`config.mk`:
```
export PLATFORM = sky130hd
export DESIGN_NAME = omcs_osc_ctl
export DESIGN_NICKNAME = d
export VERILOG_FILES = /design/src/hw/omcs_pkg.sv /design/src/hw/omcs_clk_mux.sv /design/src/hw/omcs_osc_ctl.sv
export SDC_FILE = /design/constraint.sdc
export NUM_CORES = 1
export LEC_CHECK = 0
export ABC_CLOCK_PERIOD_IN_PS = 2370
export BUFFER_PORTS_ARGS = -buffer_cell sky130_fd_sc_hd__buf_4
export CAP_MARGIN = 20
export CORE_MARGIN = 3
export CORE_UTILIZATION = 56
export DETAILED_ROUTE_END_ITERATION = 8
export GPL_TIMING_DRIVEN = 0
export PLACE_DENSITY = 0.78
export SYNTH_ARGS = -nofsm -noshare
export SYNTH_HDL_FRONTEND = slang
export SYNTH_SLANG_ARGS = --single-unit
```
`constraint.sdc`:
```
create_clock -name CORE_CLK -period 2.37 [get_ports CORE_CLK]
set_input_delay 0.237 -clock CORE_CLK [delete_from_list [all_inputs] [get_ports CORE_CLK]]
set_output_delay 0.237 -clock CORE_CLK [all_outputs]
set_load 0.02 [all_outputs]
```
`src/hw/omcs_pkg.sv`:
```
package omcs_pkg;

	////////////////////////////////////////////////////////////////////////////////
	// register map
	localparam int OMCS_ADDR_W = 2;
	localparam logic [1:0] OMCS_OFS_CONTROL = 2'h0;
	localparam logic [1:0] OMCS_OFS_TUNING = 2'h1;

	////////////////////////////////////////////////////////////////////////////////
	// field positions
	localparam int OMCS_IDLE_BIT = 7;
	localparam int OMCS_IFREQ_LSB = 4;
	localparam int OMCS_STARTUP_BIT = 3;
	localparam int OMCS_STABLE_BIT = 2;
	localparam int OMCS_SRC_LSB = 0;
	localparam int OMCS_LFSRC_BIT = 7;

	////////////////////////////////////////////////////////////////////////////////
	// values after reset
	localparam logic OMCS_IDLE_RST = 1'b0;
	localparam logic [2:0] OMCS_IFREQ_RST = 3'h4;
	localparam logic [1:0] OMCS_SRC_RST = 2'h0;
	localparam logic OMCS_LFSRC_RST = 1'b0;
	localparam logic OMCS_STARTUP_RST = 1'b0;
	localparam logic OMCS_STABLE_RST = 1'b0;

	////////////////////////////////////////////////////////////////////////////////
	// internal frequency codes
	localparam logic [2:0] OMCS_IFREQ_LOW = 3'h0;
	localparam logic [2:0] OMCS_IFREQ_DIRECT = 3'h7;

	////////////////////////////////////////////////////////////////////////////////
	// counts of oscillator edges, divider width
	localparam int OMCS_STARTUP_EDGES_DEF = 1024;
	localparam int OMCS_STABLE_EDGES_DEF = 16;
	localparam int OMCS_DIV_W = 8;

	////////////////////////////////////////////////////////////////////////////////
	// internal clock mux inputs: 0 slow osc, 1..7 by frequency code, 8 fast rc / 256
	localparam int OMCS_INT_SRCS = 9;
	localparam int OMCS_INT_SEL_W = 4;
	localparam logic [3:0] OMCS_INT_SEL_SLOW = 4'h0;
	localparam logic [3:0] OMCS_INT_SEL_DIV256 = 4'h8;

	// system clock mux inputs
	localparam int OMCS_SYS_SRCS = 3;
	localparam logic [1:0] OMCS_SYS_INTERNAL = 2'h0;
	localparam logic [1:0] OMCS_SYS_SECONDARY = 2'h1;
	localparam logic [1:0] OMCS_SYS_PRIMARY = 2'h2;

	////////////////////////////////////////////////////////////////////////////////
	// types
	typedef enum logic [1:0] {
		SRC_AUTO = 2'b00,
		SRC_SECONDARY = 2'b01,
		SRC_PRIMARY = 2'b10,
		SRC_INTERNAL = 2'b11
	} omcs_src_t;

	typedef enum logic [2:0] {
		MODE_FAST_RC_0 = 3'b000,
		MODE_FAST_RC_1 = 3'b001,
		MODE_FAST_RC_2 = 3'b010,
		MODE_FAST_RC_3 = 3'b011,
		FAST_CRYSTAL_MODE = 3'b100,
		FAST_CRYSTAL_MULTIPLIED_MODE = 3'b101,
		EXTERNAL_CLOCK_PLAIN_MODE = 3'b110,
		EXTERNAL_CLOCK_MULTIPLIED_MODE = 3'b111
	} omcs_mode_t;

	typedef enum logic [1:0] {
		SUT_INIT = 2'b00,
		SUT_COUNT = 2'b01,
		SUT_DONE = 2'b10
	} omcs_sut_t;

endpackage : omcs_pkg

```
`src/hw/omcs_clk_mux.sv`:
```
`timescale 1ns/10ps
module omcs_clk_mux #(
	parameter int N = 3,
	parameter int SEL_W = 2
) (
	input wire logic CLK, // core clock
	input wire logic RST, // synchronous reset, high
	input wire logic [N-1:0] SRC, // source clock levels
	input wire logic [SEL_W-1:0] SEL, // wanted source
	output logic CLK_OUT, // selected clock level
	output logic [SEL_W-1:0] CUR_SEL // source now followed
);

	////////////////////////////////////////////////////////////////////////////////
	// follow the current source; on a change finish the high phase of the old
	// source, hold low, and take the new one only while it is low
	always_ff @(posedge CLK) begin
		if (RST) begin
			CLK_OUT <= 1'b0;
			CUR_SEL <= '0;
		end else if (SEL != CUR_SEL) begin
			if (CLK_OUT) begin
				CLK_OUT <= SRC[CUR_SEL]; // RL15
			end else if (!SRC[SEL]) begin
				CUR_SEL <= SEL; // RL15
			end
		end else begin
			CLK_OUT <= SRC[CUR_SEL];
		end
	end

endmodule : omcs_clk_mux

```
`src/hw/omcs_osc_ctl.sv`:
```
// The register offsets and strobed register access were left to the implementer.
`timescale 1ns/10ps
// Operation
// RL1: six oscillator modes, crystal, external, internal
// RL2: five modes chosen by mode configuration
// RL3: software may select slow mode, default option
// RL4: source switches by software or automatically
// RL5: idle bit picks idle or sleep
// RL6: three-bit code selects internal frequency
// RL7: startup bit set when timer expires
// RL8: startup bit reset value follows two-speed config
// RL9: stable bit set when fast rc stable
// RL10: two-bit field selects system clock source
// RL11: frequency write switches internal clock immediately
// RL12: source write switches clock immediately
// RL13: low frequency source bit picks 31 kHz
// RL14: bit set gives fast rc over 256
// RL15: switching never makes a short pulse
module omcs_osc_ctl
	import omcs_pkg::*;
#(
	parameter int ADDR_W = omcs_pkg::OMCS_ADDR_W,
	parameter int STARTUP_EDGES = omcs_pkg::OMCS_STARTUP_EDGES_DEF,
	parameter int STABLE_EDGES = omcs_pkg::OMCS_STABLE_EDGES_DEF
) (
	input wire logic CORE_CLK, // core clock, 100 MHz
	input wire logic RST, // synchronous reset, high
	input wire logic [ADDR_W-1:0] ADDR, // register address
	input wire logic [7:0] WR_DATA, // write data
	input wire logic WR_EN, // write strobe
	input wire logic RD_EN, // read strobe
	output logic [7:0] RD_DATA, // read data, cycle after strobe
	input wire omcs_pkg::omcs_mode_t OSC_MODE_CFG, // oscillator mode configuration
	input wire logic TWO_SPEED_CFG, // two-speed start-up configuration
	input wire logic SLOW_DEFAULT_CFG, // start on slow internal osc
	input wire logic PRIMARY_OSC, // primary oscillator level
	input wire logic SECONDARY_OSC, // secondary oscillator level
	input wire logic FAST_RC_OSC, // fast internal rc level
	input wire logic SLOW_OSC, // slow internal oscillator level
	input wire logic SLEEP_REQ, // sleep instruction pulse
	output logic SYS_CLK, // device clock
	output logic [1:0] CLK_SOURCE, // source now driving the clock
	output logic IDLE_SELECT, // idle-on-sleep setting
	output logic SLEEP_ENTER, // pulse, full sleep entered
	output logic IDLE_ENTER, // pulse, idle entered
	output logic PRIMARY_READY, // start-up timeout status
	output logic INTERNAL_STABLE // fast rc stable
);

	////////////////////////////////////////////////////////////////////////////////
	// declarations
	localparam int SUT_W = $clog2(STARTUP_EDGES + 1);
	localparam int STB_W = $clog2(STABLE_EDGES + 1);
	localparam logic [SUT_W-1:0] SUT_LAST = SUT_W'(STARTUP_EDGES - 1);
	localparam logic [STB_W-1:0] STB_LAST = STB_W'(STABLE_EDGES - 1);

	logic idle_on_sleep_select;
	logic [2:0] internal_frequency_field;
	logic [1:0] system_clock_source_field;
	logic low_frequency_source_bit;
	logic startup_timeout_status;
	logic internal_freq_stable;
	logic init_pending;

	omcs_sut_t sut_state;
	logic [SUT_W-1:0] sut_count;
	logic [STB_W-1:0] stb_count;

	logic primary_prev;
	logic fast_prev;
	logic primary_rise;
	logic fast_rise;
	logic [OMCS_DIV_W-1:0] div_count;

	logic [OMCS_INT_SRCS-1:0] int_srcs;
	logic [OMCS_INT_SEL_W-1:0] int_sel;
	logic [OMCS_INT_SEL_W-1:0] next_int_sel;
	logic int_clk;

	logic [OMCS_SYS_SRCS-1:0] sys_srcs;
	logic [1:0] sys_sel;
	logic [1:0] next_sys_sel;
	logic [1:0] sys_cur;
	logic sys_clk_mux;
	logic mode_external;

	logic wr_control;
	logic wr_tuning;
	logic [7:0] control_value;

	////////////////////////////////////////////////////////////////////////////////
	// bus decode
	assign wr_control = WR_EN && (ADDR == ADDR_W'(OMCS_OFS_CONTROL));
	assign wr_tuning = WR_EN && (ADDR == ADDR_W'(OMCS_OFS_TUNING));

	// modes 1xx take the primary clock, 0xx the internal block
	assign mode_external = OSC_MODE_CFG[2]; // RL1 RL2

	always_comb begin
		control_value = 8'h00;
		control_value[OMCS_IDLE_BIT] = idle_on_sleep_select;
		control_value[OMCS_IFREQ_LSB +: 3] = internal_frequency_field;
		control_value[OMCS_STARTUP_BIT] = startup_timeout_status;
		control_value[OMCS_STABLE_BIT] = internal_freq_stable;
		control_value[OMCS_SRC_LSB +: 2] = system_clock_source_field;
	end

	////////////////////////////////////////////////////////////////////////////////
	// first cycle after reset release applies configuration levels
	always_ff @(posedge CORE_CLK) begin
		if (RST) begin
			init_pending <= 1'b1;
		end else begin
			init_pending <= 1'b0;
		end
	end

	////////////////////////////////////////////////////////////////////////////////
	// oscillator control register, writable fields
	always_ff @(posedge CORE_CLK) begin
		if (RST) begin
			idle_on_sleep_select <= OMCS_IDLE_RST; // RL5
			internal_frequency_field <= OMCS_IFREQ_RST; // RL6
			system_clock_source_field <= OMCS_SRC_RST;
		end else if (wr_control) begin
			idle_on_sleep_select <= WR_DATA[OMCS_IDLE_BIT]; // RL5
			internal_frequency_field <= WR_DATA[OMCS_IFREQ_LSB +: 3]; // RL6 RL11
			system_clock_source_field <= WR_DATA[OMCS_SRC_LSB +: 2]; // RL10 RL12
		end else if (init_pending && SLOW_DEFAULT_CFG) begin
			// slow internal oscillator as default clock
			internal_frequency_field <= OMCS_IFREQ_LOW; // RL3
			system_clock_source_field <= SRC_INTERNAL; // RL3
		end
	end

	// tuning register, only the low frequency source bit is kept
	always_ff @(posedge CORE_CLK) begin
		if (RST) begin
			low_frequency_source_bit <= OMCS_LFSRC_RST;
		end else if (wr_tuning) begin
			low_frequency_source_bit <= WR_DATA[OMCS_LFSRC_BIT]; // RL13
		end
	end

	////////////////////////////////////////////////////////////////////////////////
	// read port, data stand one cycle only, unmapped reads zero
	always_ff @(posedge CORE_CLK) begin
		if (RST) begin
			RD_DATA <= 8'h00;
		end else if (RD_EN) begin
			case (ADDR)
				ADDR_W'(OMCS_OFS_CONTROL): begin
					RD_DATA <= control_value; // RL7 RL9
				end
				ADDR_W'(OMCS_OFS_TUNING): begin
					RD_DATA <= {low_frequency_source_bit, 7'h00};
				end
				default: begin
					RD_DATA <= 8'h00;
				end
			endcase
		end else begin
			RD_DATA <= 8'h00;
		end
	end

	////////////////////////////////////////////////////////////////////////////////
	// edge detection of oscillator levels; reset loads the live levels so that a
	// source already high at release does not count as a false first edge
	always_ff @(posedge CORE_CLK) begin
		if (RST) begin
			primary_prev <= PRIMARY_OSC;
			fast_prev <= FAST_RC_OSC;
		end else begin
			primary_prev <= PRIMARY_OSC;
			fast_prev <= FAST_RC_OSC;
		end
	end

	assign primary_rise = PRIMARY_OSC && !primary_prev;
	assign fast_rise = FAST_RC_OSC && !fast_prev;

	////////////////////////////////////////////////////////////////////////////////
	// start-up timer on primary oscillator edges
	always_ff @(posedge CORE_CLK) begin
		if (RST) begin
			sut_state <= SUT_INIT;
			sut_count <= '0;
			startup_timeout_status <= OMCS_STARTUP_RST;
		end else begin
			case (sut_state)
				SUT_INIT: begin
					// without two-speed start the core waits, so status reads done
					startup_timeout_status <= !TWO_SPEED_CFG; // RL8
					sut_state <= SUT_COUNT;
				end
				SUT_COUNT: begin
					if (mode_external && primary_rise) begin
						if (sut_count == SUT_LAST) begin
							sut_state <= SUT_DONE;
							startup_timeout_status <= 1'b1; // RL7
						end else begin
							sut_count <= sut_count + 1'b1; // RL7
						end
					end
				end
				SUT_DONE: begin
					startup_timeout_status <= 1'b1; // RL7
				end
				default: begin
					sut_state <= SUT_INIT;
				end
			endcase
		end
	end

	////////////////////////////////////////////////////////////////////////////////
	// fast rc stability count
	always_ff @(posedge CORE_CLK) begin
		if (RST) begin
			stb_count <= '0;
			internal_freq_stable <= OMCS_STABLE_RST; // RL9
		end else if (fast_rise && !internal_freq_stable) begin
			if (stb_count == STB_LAST) begin
				internal_freq_stable <= 1'b1; // RL9
			end else begin
				stb_count <= stb_count + 1'b1;
			end
		end
	end

	////////////////////////////////////////////////////////////////////////////////
	// fast rc divider chain, bit k divides by 2 to the k+1
	always_ff @(posedge CORE_CLK) begin
		if (RST) begin
			div_count <= '0;
		end else if (fast_rise) begin
			div_count <= div_count + 1'b1; // RL6 RL14
		end
	end

	// code n from 1 to 7 gives 8 MHz over 2 to the 7-n
	assign int_srcs[0] = SLOW_OSC; // RL14
	assign int_srcs[7] = FAST_RC_OSC; // RL6
	assign int_srcs[8] = div_count[OMCS_DIV_W-1]; // RL14
	genvar gi;
	generate
		for (gi = 1; gi < 7; gi++) begin : g_div_tap
			assign int_srcs[gi] = div_count[6-gi]; // RL6
		end
	endgenerate

	always_comb begin
		next_int_sel = {1'b0, internal_frequency_field}; // RL6
		if (internal_frequency_field == OMCS_IFREQ_LOW) begin
			if (low_frequency_source_bit) begin
				next_int_sel = OMCS_INT_SEL_DIV256; // RL13 RL14
			end else begin
				next_int_sel = OMCS_INT_SEL_SLOW; // RL13 RL14
			end
		end
	end

	always_ff @(posedge CORE_CLK) begin
		if (RST) begin
			int_sel <= {1'b0, OMCS_IFREQ_RST};
		end else begin
			int_sel <= next_int_sel; // RL11
		end
	end

	omcs_clk_mux #(
		.N(OMCS_INT_SRCS),
		.SEL_W(OMCS_INT_SEL_W)
	) u_int_mux (
		.CLK(CORE_CLK),
		.RST(RST),
		.SRC(int_srcs),
		.SEL(int_sel),
		.CLK_OUT(int_clk),
		.CUR_SEL()
	);

	////////////////////////////////////////////////////////////////////////////////
	// system clock source choice
	always_comb begin
		case (system_clock_source_field)
			SRC_INTERNAL: begin
				next_sys_sel = OMCS_SYS_INTERNAL; // RL10
			end
			SRC_PRIMARY: begin
				next_sys_sel = OMCS_SYS_PRIMARY; // RL10
			end
			SRC_SECONDARY: begin
				next_sys_sel = OMCS_SYS_SECONDARY; // RL10
			end
			SRC_AUTO: begin
				next_sys_sel = mode_external ? OMCS_SYS_PRIMARY : OMCS_SYS_INTERNAL; // RL10
			end
			default: begin
				next_sys_sel = OMCS_SYS_INTERNAL;
			end
		endcase
		// two-speed start runs on the internal block until the primary is ready
		if (next_sys_sel == OMCS_SYS_PRIMARY && TWO_SPEED_CFG && !startup_timeout_status) begin
			next_sys_sel = OMCS_SYS_INTERNAL; // RL4
		end
	end

	always_ff @(posedge CORE_CLK) begin
		if (RST) begin
			sys_sel <= OMCS_SYS_INTERNAL;
		end else begin
			sys_sel <= next_sys_sel; // RL4 RL12
		end
	end

	assign sys_srcs[OMCS_SYS_INTERNAL] = int_clk;
	assign sys_srcs[OMCS_SYS_SECONDARY] = SECONDARY_OSC;
	assign sys_srcs[OMCS_SYS_PRIMARY] = PRIMARY_OSC;

	omcs_clk_mux #(
		.N(OMCS_SYS_SRCS),
		.SEL_W(2)
	) u_sys_mux (
		.CLK(CORE_CLK),
		.RST(RST),
		.SRC(sys_srcs),
		.SEL(sys_sel),
		.CLK_OUT(sys_clk_mux),
		.CUR_SEL(sys_cur)
	);

	assign SYS_CLK = sys_clk_mux; // RL15

	////////////////////////////////////////////////////////////////////////////////
	// status outputs
	always_ff @(posedge CORE_CLK) begin
		if (RST) begin
			CLK_SOURCE <= OMCS_SYS_INTERNAL;
			PRIMARY_READY <= OMCS_STARTUP_RST;
			INTERNAL_STABLE <= OMCS_STABLE_RST;
			IDLE_SELECT <= OMCS_IDLE_RST;
		end else begin
			CLK_SOURCE <= sys_cur;
			PRIMARY_READY <= startup_timeout_status;
			INTERNAL_STABLE <= internal_freq_stable;
			IDLE_SELECT <= idle_on_sleep_select;
		end
	end

	////////////////////////////////////////////////////////////////////////////////
	// sleep instruction dispatch
	always_ff @(posedge CORE_CLK) begin
		if (RST) begin
			SLEEP_ENTER <= 1'b0;
			IDLE_ENTER <= 1'b0;
		end else begin
			SLEEP_ENTER <= SLEEP_REQ && !idle_on_sleep_select; // RL5
			IDLE_ENTER <= SLEEP_REQ && idle_on_sleep_select; // RL5
		end
	end

endmodule : omcs_osc_ctl

```
==> metrics.txt, run 1 <==
status=finished, final reports clean; Post-Synthesis Cells=285; area grow syn2layout=18.7%; Clock Root Buffer=clkbuf_8; crit-path cells=ha_1, nand2_1, nor4_4, a21boi_2, or4b_1, o31ai_1; switching portion of total power=between 20% and 30%; Hold Crit Class=in2reg; slowest stage delay, CP=0.49 ns; CTS Hold Bufs=0; worst-skew pair later-pin latency=0.33 ns; Slowest-stage cell, CP=or4b_1; WHS=about 0.032 ns; Tightest Pin Transition=0.745 ns; top post-synthesis cells by area=dfxtp_1 (49%), nor2_1 (6.0%), xnor2_1 (5.7%); wire per inst=about 13 um; average via count per standard cell=5.23; pwr/cell area=721 nW/um2; Slew Limit Fails=0; Port Buffers=35; area of the mapped netlist=2760 um2; largest net degree at the start of global routing=11; I/O pin count=40; Post-synth top cells=dfxtp_1 (67), nor2_1 (44), nand2_1 (19), xnor2_1 (18), mux2i_1 (12); Routed Antenna Nets=0; RSZ-0062 raised after global routing=false; Final Hold Fails=0; worst endpoint required time=2.61 ns; Post-Syn Area per Cell=9.68 um2; antenna violations before repair=0; critical path arrival=2.18 ns; largest area contributor in the netlist=dfxtp_1; Int Pwr=0.00176 W; final setup fails=0; Bufs and invs on worst path=0; critical path class=reg2reg; die span in x=~76 um; leakage=1.30 nW; Post-synth EDFFs=0; gr ovfl total=0; fraction of layout cells with a size suffix above 1=17.9%; Pre-antenna DRT Iters=4; Initial Util=60.5%; Die Height=76.2 um; GRT Total Usage=20.0%; H-tree depth=3; Max Cap Violations=0; setup repair bufs after CTS=0; post-layout util=71.8%; synth unique cells=48; full die area=5810 um2; Setup crit end kind=flip-flop; # rows=24; dominant synthesized flop cell=dfxtp_1; startpoint types=flip-flop; Synth warnings=0; share of the cycle needed by the critical path after routing=between 80% and 90%; Final nets=between 300 and 400; core area=~4600 um2; post-synthesis sequential area ratio=about 49%; DP Wirelength=between 3 and 4 mm; normalized max-slew margin=50.2%; Clk pwr share=35.2%; syn nets=between 300 and 400; post_cts resized=0; Fin Clk Skew=approximately 0.0075 ns; CTS buffer count=9; vias in the first global route=2039; GP Congestion=~0.86; total vias in the final route=roughly 2100; first-pass GRT wire length=between 9 and 10 mm; cell with the most instances after synthesis=dfxtp_1; NetSw=0.000599 W; DR DRC count=0; # diodes=0; Crit Path Max Fanout=9; Yosys top cell area share=48.6%; asr flop ratio synth=0%; Seq pwr share=52.1%; Comb power frac=12.6%; Iteration-0 DRC Markers=~70; CP top delay family=simple AND/OR/NAND/NOR gates; post-layout min period=1.94 ns; synthesis-stage register bit count=67; TNS Setup=0 ns; clock slew at reported path FFs=0.07 ns; f_max=0.515 GHz; VDD IR-drop max=0.710 mV; detailed-route wire length=between 5 and 6 mm; Max clock buf depth=2; clk sink count=67; CTS tree=built
state kept, by name, summed over array words and instances, names as in the netlist, 3 cells and up:
register and count:
sut_count 11, RD_DATA 8, div_count 8, stb_count 5, int_sel 4, u_int_mux.CUR_SEL 4, internal_frequency_field 3
layout by cell type (no fill, tap or decap), types with 2 or more instances in the layout:
cell | synthesis | layout
dfxtp_1 | 67 | 67
nor2_1 | 44 | 44
buf_4 | 0 | 35
nand2_1 | 19 | 19
xnor2_1 | 18 | 18
mux2i_1 | 12 | 12
clkbuf_1 | 8 | 11
clkbuf_8 | 0 | 11
nor3_1 | 9 | 9
nand3_1 | 9 | 9
inv_1 | 8 | 8
ha_1 | 8 | 8
a21oi_1 | 7 | 7
nor2b_1 | 7 | 7
and2_1 | 7 | 7
and3_1 | 6 | 6
nor3b_1 | 6 | 6
xor2_1 | 6 | 6
o21ai_0 | 4 | 4
a31oi_1 | 3 | 3
mux4_2 | 3 | 3
nor4_1 | 3 | 3
nor4b_1 | 2 | 2
o22ai_1 | 2 | 2
and3b_1 | 2 | 2
clkinv_2 | 0 | 2
cells by family (layout without fill, tap and decap cells):
group                      Yosys count  count (layout)  synth area share, %
and+or+nand+nor                    126             126                 24.1
DFF                                 67              67                 48.6
AOI/OAI and AO/OA                   27              27                 6.53
xor gates and xnor gates            24              24                 7.62
buffers and inverters               17              68                 2.36
muxes                               16              16                 7.21
adders and majority gates            8               8                 3.63
final cells by class:
type | instances | area, um2
clock inverter | 2 | 10.0
multi-input combinational | 201 | 1350
tap | 65 | 81.3
sequential | 67 | 1340
inverter | 8 | 30.0
clock buffer | 14 | 163
timing repair buffer | 35 | 263
buffer | 9 | 35.0
fill | 373 | 1290
power groups by stage:
stage | Combinational (W) | Clock (W) | Sequential, W
5_1_grt | 0.000335 | 0.000895 | 0.00124
2_1_floorplan | 0.000199 | 0 | 0.00126
3_3_place_gp | 0.000290 | 0 | 0.00125
6_report | 0.000298 | 0.000833 | 0.00123
4_1_cts | 0.000299 | 0.000848 | 0.00123
3_5_place_dp | 0.000297 | 0 | 0.00126
metal layers:
metal | global-route usage (%) | vias up | routed length (um)
met3 | 5.44 | 14 | 199
met2 | 33.2 | 41 | 2650
li1 | - | 1071 | -
met1 | 23.4 | 972 | 2420
met5 | 0 | - | 0
met4 | 11.1 | 0 | 144
worst register-to-register path, delay by kind of cell, from the launching register on:
family / cells / cell delay, ns
flip-flops: 1 / 0.38
AND/OR/NAND/NOR: 3 / 1.02
AO/OA/AOI/OAI: 2 / 0.23
adder cells (fa/ha/maj): 1 / 0.23
worst paths after layout:
| kind | from | to | slack, ns | depth (start not counted) |
|---|---|---|---|---|
| min reg2reg | internal_frequency_field[2] | RD_DATA[6] | 0.47 | 1 |
| min | FAST_RC_OSC | fast_prev | 0.03 | 1 |
| max reg2reg | sut_count[0] | sut_state[0] | 0.43 | 6 |
| max | sut_count[0] | sut_state[0] | 0.43 | 6 |
stage by stage:
stage / instances / total power (W) / setup WS (ns) / area, um2
floorplan: 285 / 0.00146 / 0.683 / 2760
global placement: 385 / 0.00154 / 0.501 / 3100
detailed placement: 385 / 0.00155 / 0.463 / 3100
CTS: 401 / 0.00238 / 0.448 / 3280
global route: 401 / 0.00247 / 0.259 / 3280
finish: 401 / 0.00236 / 0.429 / 3280
(Power assumes the default switching activity.)
==> run 2: changes to the inputs <==
ABC_CLOCK_PERIOD_IN_PS = 1900   (was 2370)
clock period = 1.9 ns   (was 2.37 ns; I/O delays follow)
==> run 2 against run 1 <==
Effect of this change:
- cell count rose by 1.2%
- maximum frequency grew 7.2%
- sequential power grew 25%
- register-to-register slack got worse by 0.34 ns
- non-clock buffer count rose by 5
- critical path depth fell by 1
- power is 25% higher
- utilization up 1.2 points
- first-iteration DRC count rose by 85%
- routed wire length is 2.3% higher
- critical path type unchanged
- highest routed layer unchanged
==> metrics.txt, run 2 (synthesis gave the netlist of run 1 again) <==
total area of sequential cells=1340 um2 (unchanged); WHS=0.0515 ns (+0.0194 ns); share of the cycle needed by the critical path after routing=95.3% (+13 points); vias in the first global route=2064 (+1.2%); detailed-route wire length=5.54 mm (+2.3%); Fin Clk Skew=0.00637 ns (-0.00108 ns); normalized max-slew margin=51.8% (+1.6 points); average via count per standard cell=5.15 (-1.6%); Largest register FFs=11 (unchanged); critical path arrival=2.03 ns (-0.15 ns); I/O pin count=40 (unchanged); Tightest Pin Transition=0.721 ns (-0.0238 ns); Initial Util=60.5% (unchanged); antenna violations before repair=0 (unchanged); Max clock buf depth=2 (unchanged); area grow syn2layout=20.6%; max layer used=met4; DR WL met3=180 um (-9.5%); # diodes=0 (unchanged); pwr/cell area=887 nW/um2 (+23%); GP Congestion=0.862 (unchanged); Slew Limit Fails=0 (unchanged); Final Hold Fails=0 (unchanged); core area=4560 um2 (unchanged); Register-to-Register Path Depth=5 (-1); die span in x=76.2 um (unchanged); Pre-antenna DRT Iters=4 (unchanged); Max Cap Violations=0 (unchanged); Setup crit end kind=flip-flop; DR WL met2=2.73 mm (+3.3%); total vias in the final route=2090 (-0.38%); HP Start=WR_DATA[6]; Largest Register=sut_count; most common cell after layout, fill and taps aside=dfxtp_1; crit path launch=int_sel[1]; startpoint types=flip-flop; Final nets=368 (+1.4%); # rows=24 (unchanged); final worst-path setup slack=0.0898 ns (-0.340 ns); R2R Path Start=int_sel[1]; leakage=1.33 nW (+1.9%); Port Buffers=35 (unchanged); worst endpoint required time=2.11 ns (-0.50 ns); r2r endpoint=u_int_mux.CUR_SEL[3]; gr ovfl total=0 (unchanged); status=finished, final reports clean; GRT Total Usage=20.4% (+0.40 points); largest net degree at the start of global routing=11 (unchanged); Routed Antenna Nets=0 (unchanged); RSZ-0062 raised after global routing=false; Clock Root Buffer=clkbuf_8; met1 WL=2.48 mm (+2.4%); final setup fails=0 (unchanged); first-pass GRT wire length=9.43 mm (+1.8%); multi-input combinational cell area=1360 um2 (+0.46%); pre-CTS setup slack=-0.00683 ns (-0.470 ns); Hold Crit Class=in2reg; Filler Cell Count=361 (-3.2%); Setup crit end=u_int_mux.CUR_SEL[3]; DP Wirelength=3.83 mm (unchanged); TNS Setup=0 ns (unchanged); wire per inst=13.6 um (+1.1%); commonest cells after routing, fill and taps aside=dfxtp_1 (67), nor2_1 (44), buf_4 (37); Iteration-0 DRC Markers=126 (+85%); Crit Path Max Fanout=6 (-3); full die area=5810 um2 (unchanged); VDD IR-drop max=0.877 mV (+23%); post-layout min period=1.81 ns (-0.130 ns); H-tree depth=3 (unchanged); CTS tree=built; f_max=0.552 GHz (+7.2%); critical path class=reg2reg; area post-placement=3100 um2 (unchanged); clock slew at reported path FFs=0.07 ns (about the same); Reg2Reg Setup Slack=0.09 ns (-0.34 ns); fraction of layout cells with a size suffix above 1=18.5% (+0.62 points); CTS buffer count=9 (unchanged); DR DRC count=0 (unchanged); clk sink count=67 (unchanged); Die Height=76.2 um (unchanged); worst-skew pair later-pin latency=0.34 ns (about the same); Final Instance Area=3330 um2 (+1.6%); Top Registers=sut_count: 11 flops, RD_DATA: 8 flops, div_count: 8 flops
run 2: cell count changes in the layout (fill, tap and decap cells not counted), sizes merged:
cell,delta
buf,+2
dlygate4sd3,+3
run 2: area by class of cell:
class                   count  area share (%)
repair buffers             40            9.24
well taps                  65            2.44
multi-input cells         201            40.8
flip-flops and latches     67            40.3
clock inverters             2           0.301
inverters                   8           0.902
clock buffers              14            4.89
plain buffers               9            1.09
run 2: layer usage:
layer / GRT usage, % / vias up
li1: - / 1082
met1: 23.8 / 961
met2: 34.3 / 30
met3: 5.32 / 17
met4: 10.9 / 0
met5: 0 / -
run 2: metrics by stage:
stage                     power, W  utilization, %  instances
after global routing       0.00309            72.9        406
after CTS                  0.00297            72.6        405
final                      0.00295            72.9        406
after global placement     0.00192            68.0        385
after floorplan            0.00182               -        285
after detailed placement   0.00194            68.0        385
run 2: repair_timing:
action                                  in CTS  in global routing
gates resized for setup                      0                  3
hold endpoints to repair                     3                  0
buffers inserted                             1                  1
endpoints found under the setup margin       1                  6
pin swaps                                    1                  1
hold buffers                                 3                  0
run 2: worst min-delay path by stage:
stage	cells past startpoint	endpoint	slack [ns]
2_1_floorplan	0	fast_prev	0.22
3_3_place_gp	1	fast_prev	0.32
3_5_place_dp	1	fast_prev	0.33
4_1_cts	2	internal_frequency_field[2]	0.04
5_1_grt	2	internal_frequency_field[2]	0.04
6_report	2	internal_frequency_field[2]	0.05
run 2: report_power, final:
group / internal (W) / switching, W
combinational: 0.000187 / 0.000192
clock: 0.000542 / 0.000496
sequential: 0.00148 / 0.0000593
total: 0.00221 / 0.000748
run 2: critical path, cell delays in order, from the launching register on:
cell	delay [ns]
dfxtp_1	0.46
mux4_2	0.54
o22ai_1	0.20
o211ai_1	0.22
a32oi_1	0.22
nor2_1	0.05
==> run 3: changes to the inputs <==
CORE_UTILIZATION = 57   (was 56)
PLACE_DENSITY = 0.79   (was 0.78)
SETUP_SLACK_MARGIN = 0.1   (was default)
SYNTH_HIERARCHICAL = 1   (was default)
==> run 3 against run 2 <==
Effect of this change:
- non-clock buffer count up 3
- combinational power increased by 24%
- flip-flop and latch count unchanged
- critical path type unchanged
- largest power group unchanged
==> metrics.txt, run 3 <==
CTS tree=built; RSZ-0062 raised after global routing=true; # diodes=0 (unchanged); Yosys top cell area share=45.5% (-3.1 points); Port Buffers=35 (unchanged); die span in x=77.9 um (+2.3%); detailed-route wire length=6.33 mm (+14%); Tightest Pin Transition=0.731 ns (+0.00979 ns); Post-Synthesis Cells=296 (+3.9%); largest net degree at the start of global routing=18 (+7); H-tree depth=3 (unchanged); final setup fails=0 (unchanged); core area=4850 um2 (+6.2%); hold path depth=1 (-1); most frequent CP cell=ha_4; commonest cells after routing, fill and taps aside=dfxtp_1 (57), buf_4 (43), nor2_1 (23); slowest stage delay, CP=0.34 ns (-0.20 ns); antenna violations before repair=0 (unchanged); r2r endpoint=stb_count[4]; Die Height=77.9 um (+2.3%); GP Congestion=0.824 (-4.3%); # rows=25 (+4.2%); worst-skew pair later-pin latency=0.34 ns (about the same); leakage=1.40 nW (+5.3%); dominant synthesized flop cell=dfxtp_1; first-pass GRT wire length=10.5 mm (+11%); Final Hold Fails=0 (unchanged); post-layout min period=1.75 ns (-0.0620 ns); syn nets=328 (+3.5%); WHS=0.0110 ns (-0.0406 ns); average via count per standard cell=5.64 (+9.5%); Hold Crit Class=in2reg; total vias in the final route=2384 (+14%); critical path arrival=1.99 ns (-0.04 ns); Max Cap Violations=0 (unchanged); critical path class=reg2reg; Top Registers=sut_count: 11 flops, RD_DATA: 8 flops, div_count: 8 flops; largest area contributor in the netlist=dfxtp_1; Clock Root Buffer=clkbuf_8; Max clock buf depth=2 (unchanged); status=finished, final reports clean; HP Start=PRIMARY_OSC; Setup crit end kind=flip-flop; GRT Total Usage=21.9% (+1.5 points); Fin Clk Skew=0.00504 ns (-0.00133 ns); Crit Path Max Fanout=4 (-2); Largest register FFs=11 (unchanged); I/O pin count=40 (unchanged); crit-path cells=ha_4, and3_4, ha_4, nor4b_4, buf_4, nor2_1, a211oi_1; Register-to-Register Path Depth=7 (+2); total area of sequential cells=1360 um2 (+1.1%); Slowest-stage cell, CP=dfxtp_2; full die area=6080 um2 (+4.6%); Iteration-0 DRC Markers=130 (+3.2%); Pre-antenna DRT Iters=4 (unchanged); f_max=0.572 GHz (+3.5%); CTS buffer count=9 (unchanged); top post-synthesis cells by area=dfxtp_1 (45%), mux2i_1 (3.7%), ha_1 (3.4%); Synth warnings=6 (+6); R2R Path Start=stb_count[0]; Post-synth EDFFs=0 (unchanged); worst endpoint required time=2.14 ns (+0.03 ns); Reg2Reg Setup Slack=0.15 ns (+0.06 ns); multi-input combinational cell area=1610 um2 (+18%); pwr/cell area=865 nW/um2 (-2.6%); cell with the most instances after synthesis=dfxtp_1; gr ovfl total=0 (unchanged); clk sink count=67 (unchanged); VDD IR-drop max=0.567 mV (-35%); Routed Antenna Nets=0 (unchanged); DP Wirelength=4.28 mm (+12%); fraction of layout cells with a size suffix above 1=27.5% (+9.1 points); Largest Register=sut_count; TNS Setup=0 ns (unchanged); DR DRC count=0 (unchanged); wire per inst=15.0 um (+9.6%); Post-synth top cells=dfxtp_1 (67), nor2_1 (24), a21oi_1 (13); Filler Cell Count=349 (-3.3%); asr flop ratio synth=0% (unchanged); Hold Path End=primary_prev; normalized max-slew margin=51.2% (-0.65 points); Initial Util=60.9% (+0.38 points); Bufs and invs on worst path=1 (+1); synthesis-stage register bit count=67 (unchanged); area of the mapped netlist=2950 um2 (+6.9%); Final nets=383 (+4.1%); startpoint types=flip-flop; synth unique cells=59 (+23%); Slew Limit Fails=0 (unchanged); post-synthesis sequential area ratio=45.5% (-3.1 points); clock slew at reported path FFs=0.07 ns (about the same); CP top delay family=simple AND/OR/NAND/NOR gates; Post-Syn Area per Cell=9.97 um2 (+2.9%); most common cell after layout, fill and taps aside=dfxtp_1; share of the cycle needed by the critical path after routing=92.0% (-3.3 points); vias in the first global route=2298 (+11%); area grow syn2layout=23.8%
==> run 3: cell types whose count changed in the layout (fill, tap and decap cells not counted), sizes merged, moves of 4 or more <==
cell    before  now
a21oi        7   16
buf         38   45
inv          8   12
nand2       19   12
nand2b       1   12
nand4        2    6
nor2        44   24
nor2b        7   12
nor4         4    0
or4          0    4
xnor2       18   10
==> run 3: cell type report <==
type | instances | area share, %
Multi-Input combinational cell | 209 | 44.1
Sequential cell | 67 | 37.1
Timing Repair Buffer | 44 | 9.11
Clock buffer | 15 | 5.10
Tap cell | 67 | 2.30
Inverter | 12 | 1.23
Buffer | 8 | 0.891
Clock inverter | 1 | 0.137
==> run 3: cell families (layout without fill, tap and decap cells) <==
logic type / count (synthesis) / after routing / share of synthesized area (%)
and+or+nand+nor: 123 / 123 / 25.0
DFF: 67 / 67 / 45.5
AOI/OAI and AO/OA: 46 / 46 / 11.7
buffers and inverters: 20 / 80 / 2.63
muxes: 17 / 17 / 7.29
xor gates and xnor gates: 15 / 15 / 4.45
adders and majority gates: 8 / 8 / 3.39
==> run 3: worst max path at each step <==
stage	start	to	slack, ns	cells after the start
2_1_floorplan	sut_count[0]	startup_timeout_status	0.11	5
3_3_place_gp	sut_count[0]	startup_timeout_status	-0.004	5
3_5_place_dp	sut_count[0]	startup_timeout_status	-0.02	5
4_1_cts	sut_count[1]	startup_timeout_status	0.11	5
5_1_grt	stb_count[0]	stb_count[4]	0.04	7
6_report	stb_count[0]	stb_count[4]	0.15	7
==> run 3: where the power goes <==
part / leakage (nW) / internal, W / switching (W) / total [W]
sequential: 0.550 / 0.00148 / 0.0000797 / 0.00156
combinational: 0.748 / 0.000244 / 0.000227 / 0.000470
clock: 0.0997 / 0.000616 / 0.000509 / 0.00112
total: 1.40 / 0.00234 / 0.000815 / 0.00316
==> run 3: through the flow <==
stage	setup WS (ns)	instance area [um2]	total power, W	util [%]	instances
2_1_floorplan	0.108	2960	0.00188	-	296
3_3_place_gp	-0.00357	3310	0.00201	68.2	398
3_5_place_dp	-0.0210	3310	0.00202	68.2	398
4_1_cts	0.108	3550	0.00314	73.3	420
5_1_grt	0.0428	3650	0.00330	75.3	423
6_report	0.152	3650	0.00316	75.3	423
==> run 3: layer usage <==
layer	up-vias	part of all wire [%]	track usage (%)	wire length, um
met4	0	2.2	11.4	140
met3	14	4.1	4.29	262
met1	1145	44	26.4	2790
met5	-	0	0	0
li1	1167	-	-	-
met2	58	50	36.7	3130
==> run 3: worst register-to-register path, cell delays in order (launching register included) <==
cell	delay, ns
dfxtp_2	0.34
ha_4	0.16
and3_4	0.18
ha_4	0.16
nor4b_4	0.34
buf_4	0.19
nor2_1	0.05
a211oi_1	0.23
==> run 3: timing repair <==
item,in CTS,in global routing
gates resized for setup,5,19
pin swaps,3,6
setup endpoints to repair,9,18
hold endpoints to repair,1,0
hold buffers,1,0
setup buffers,5,3
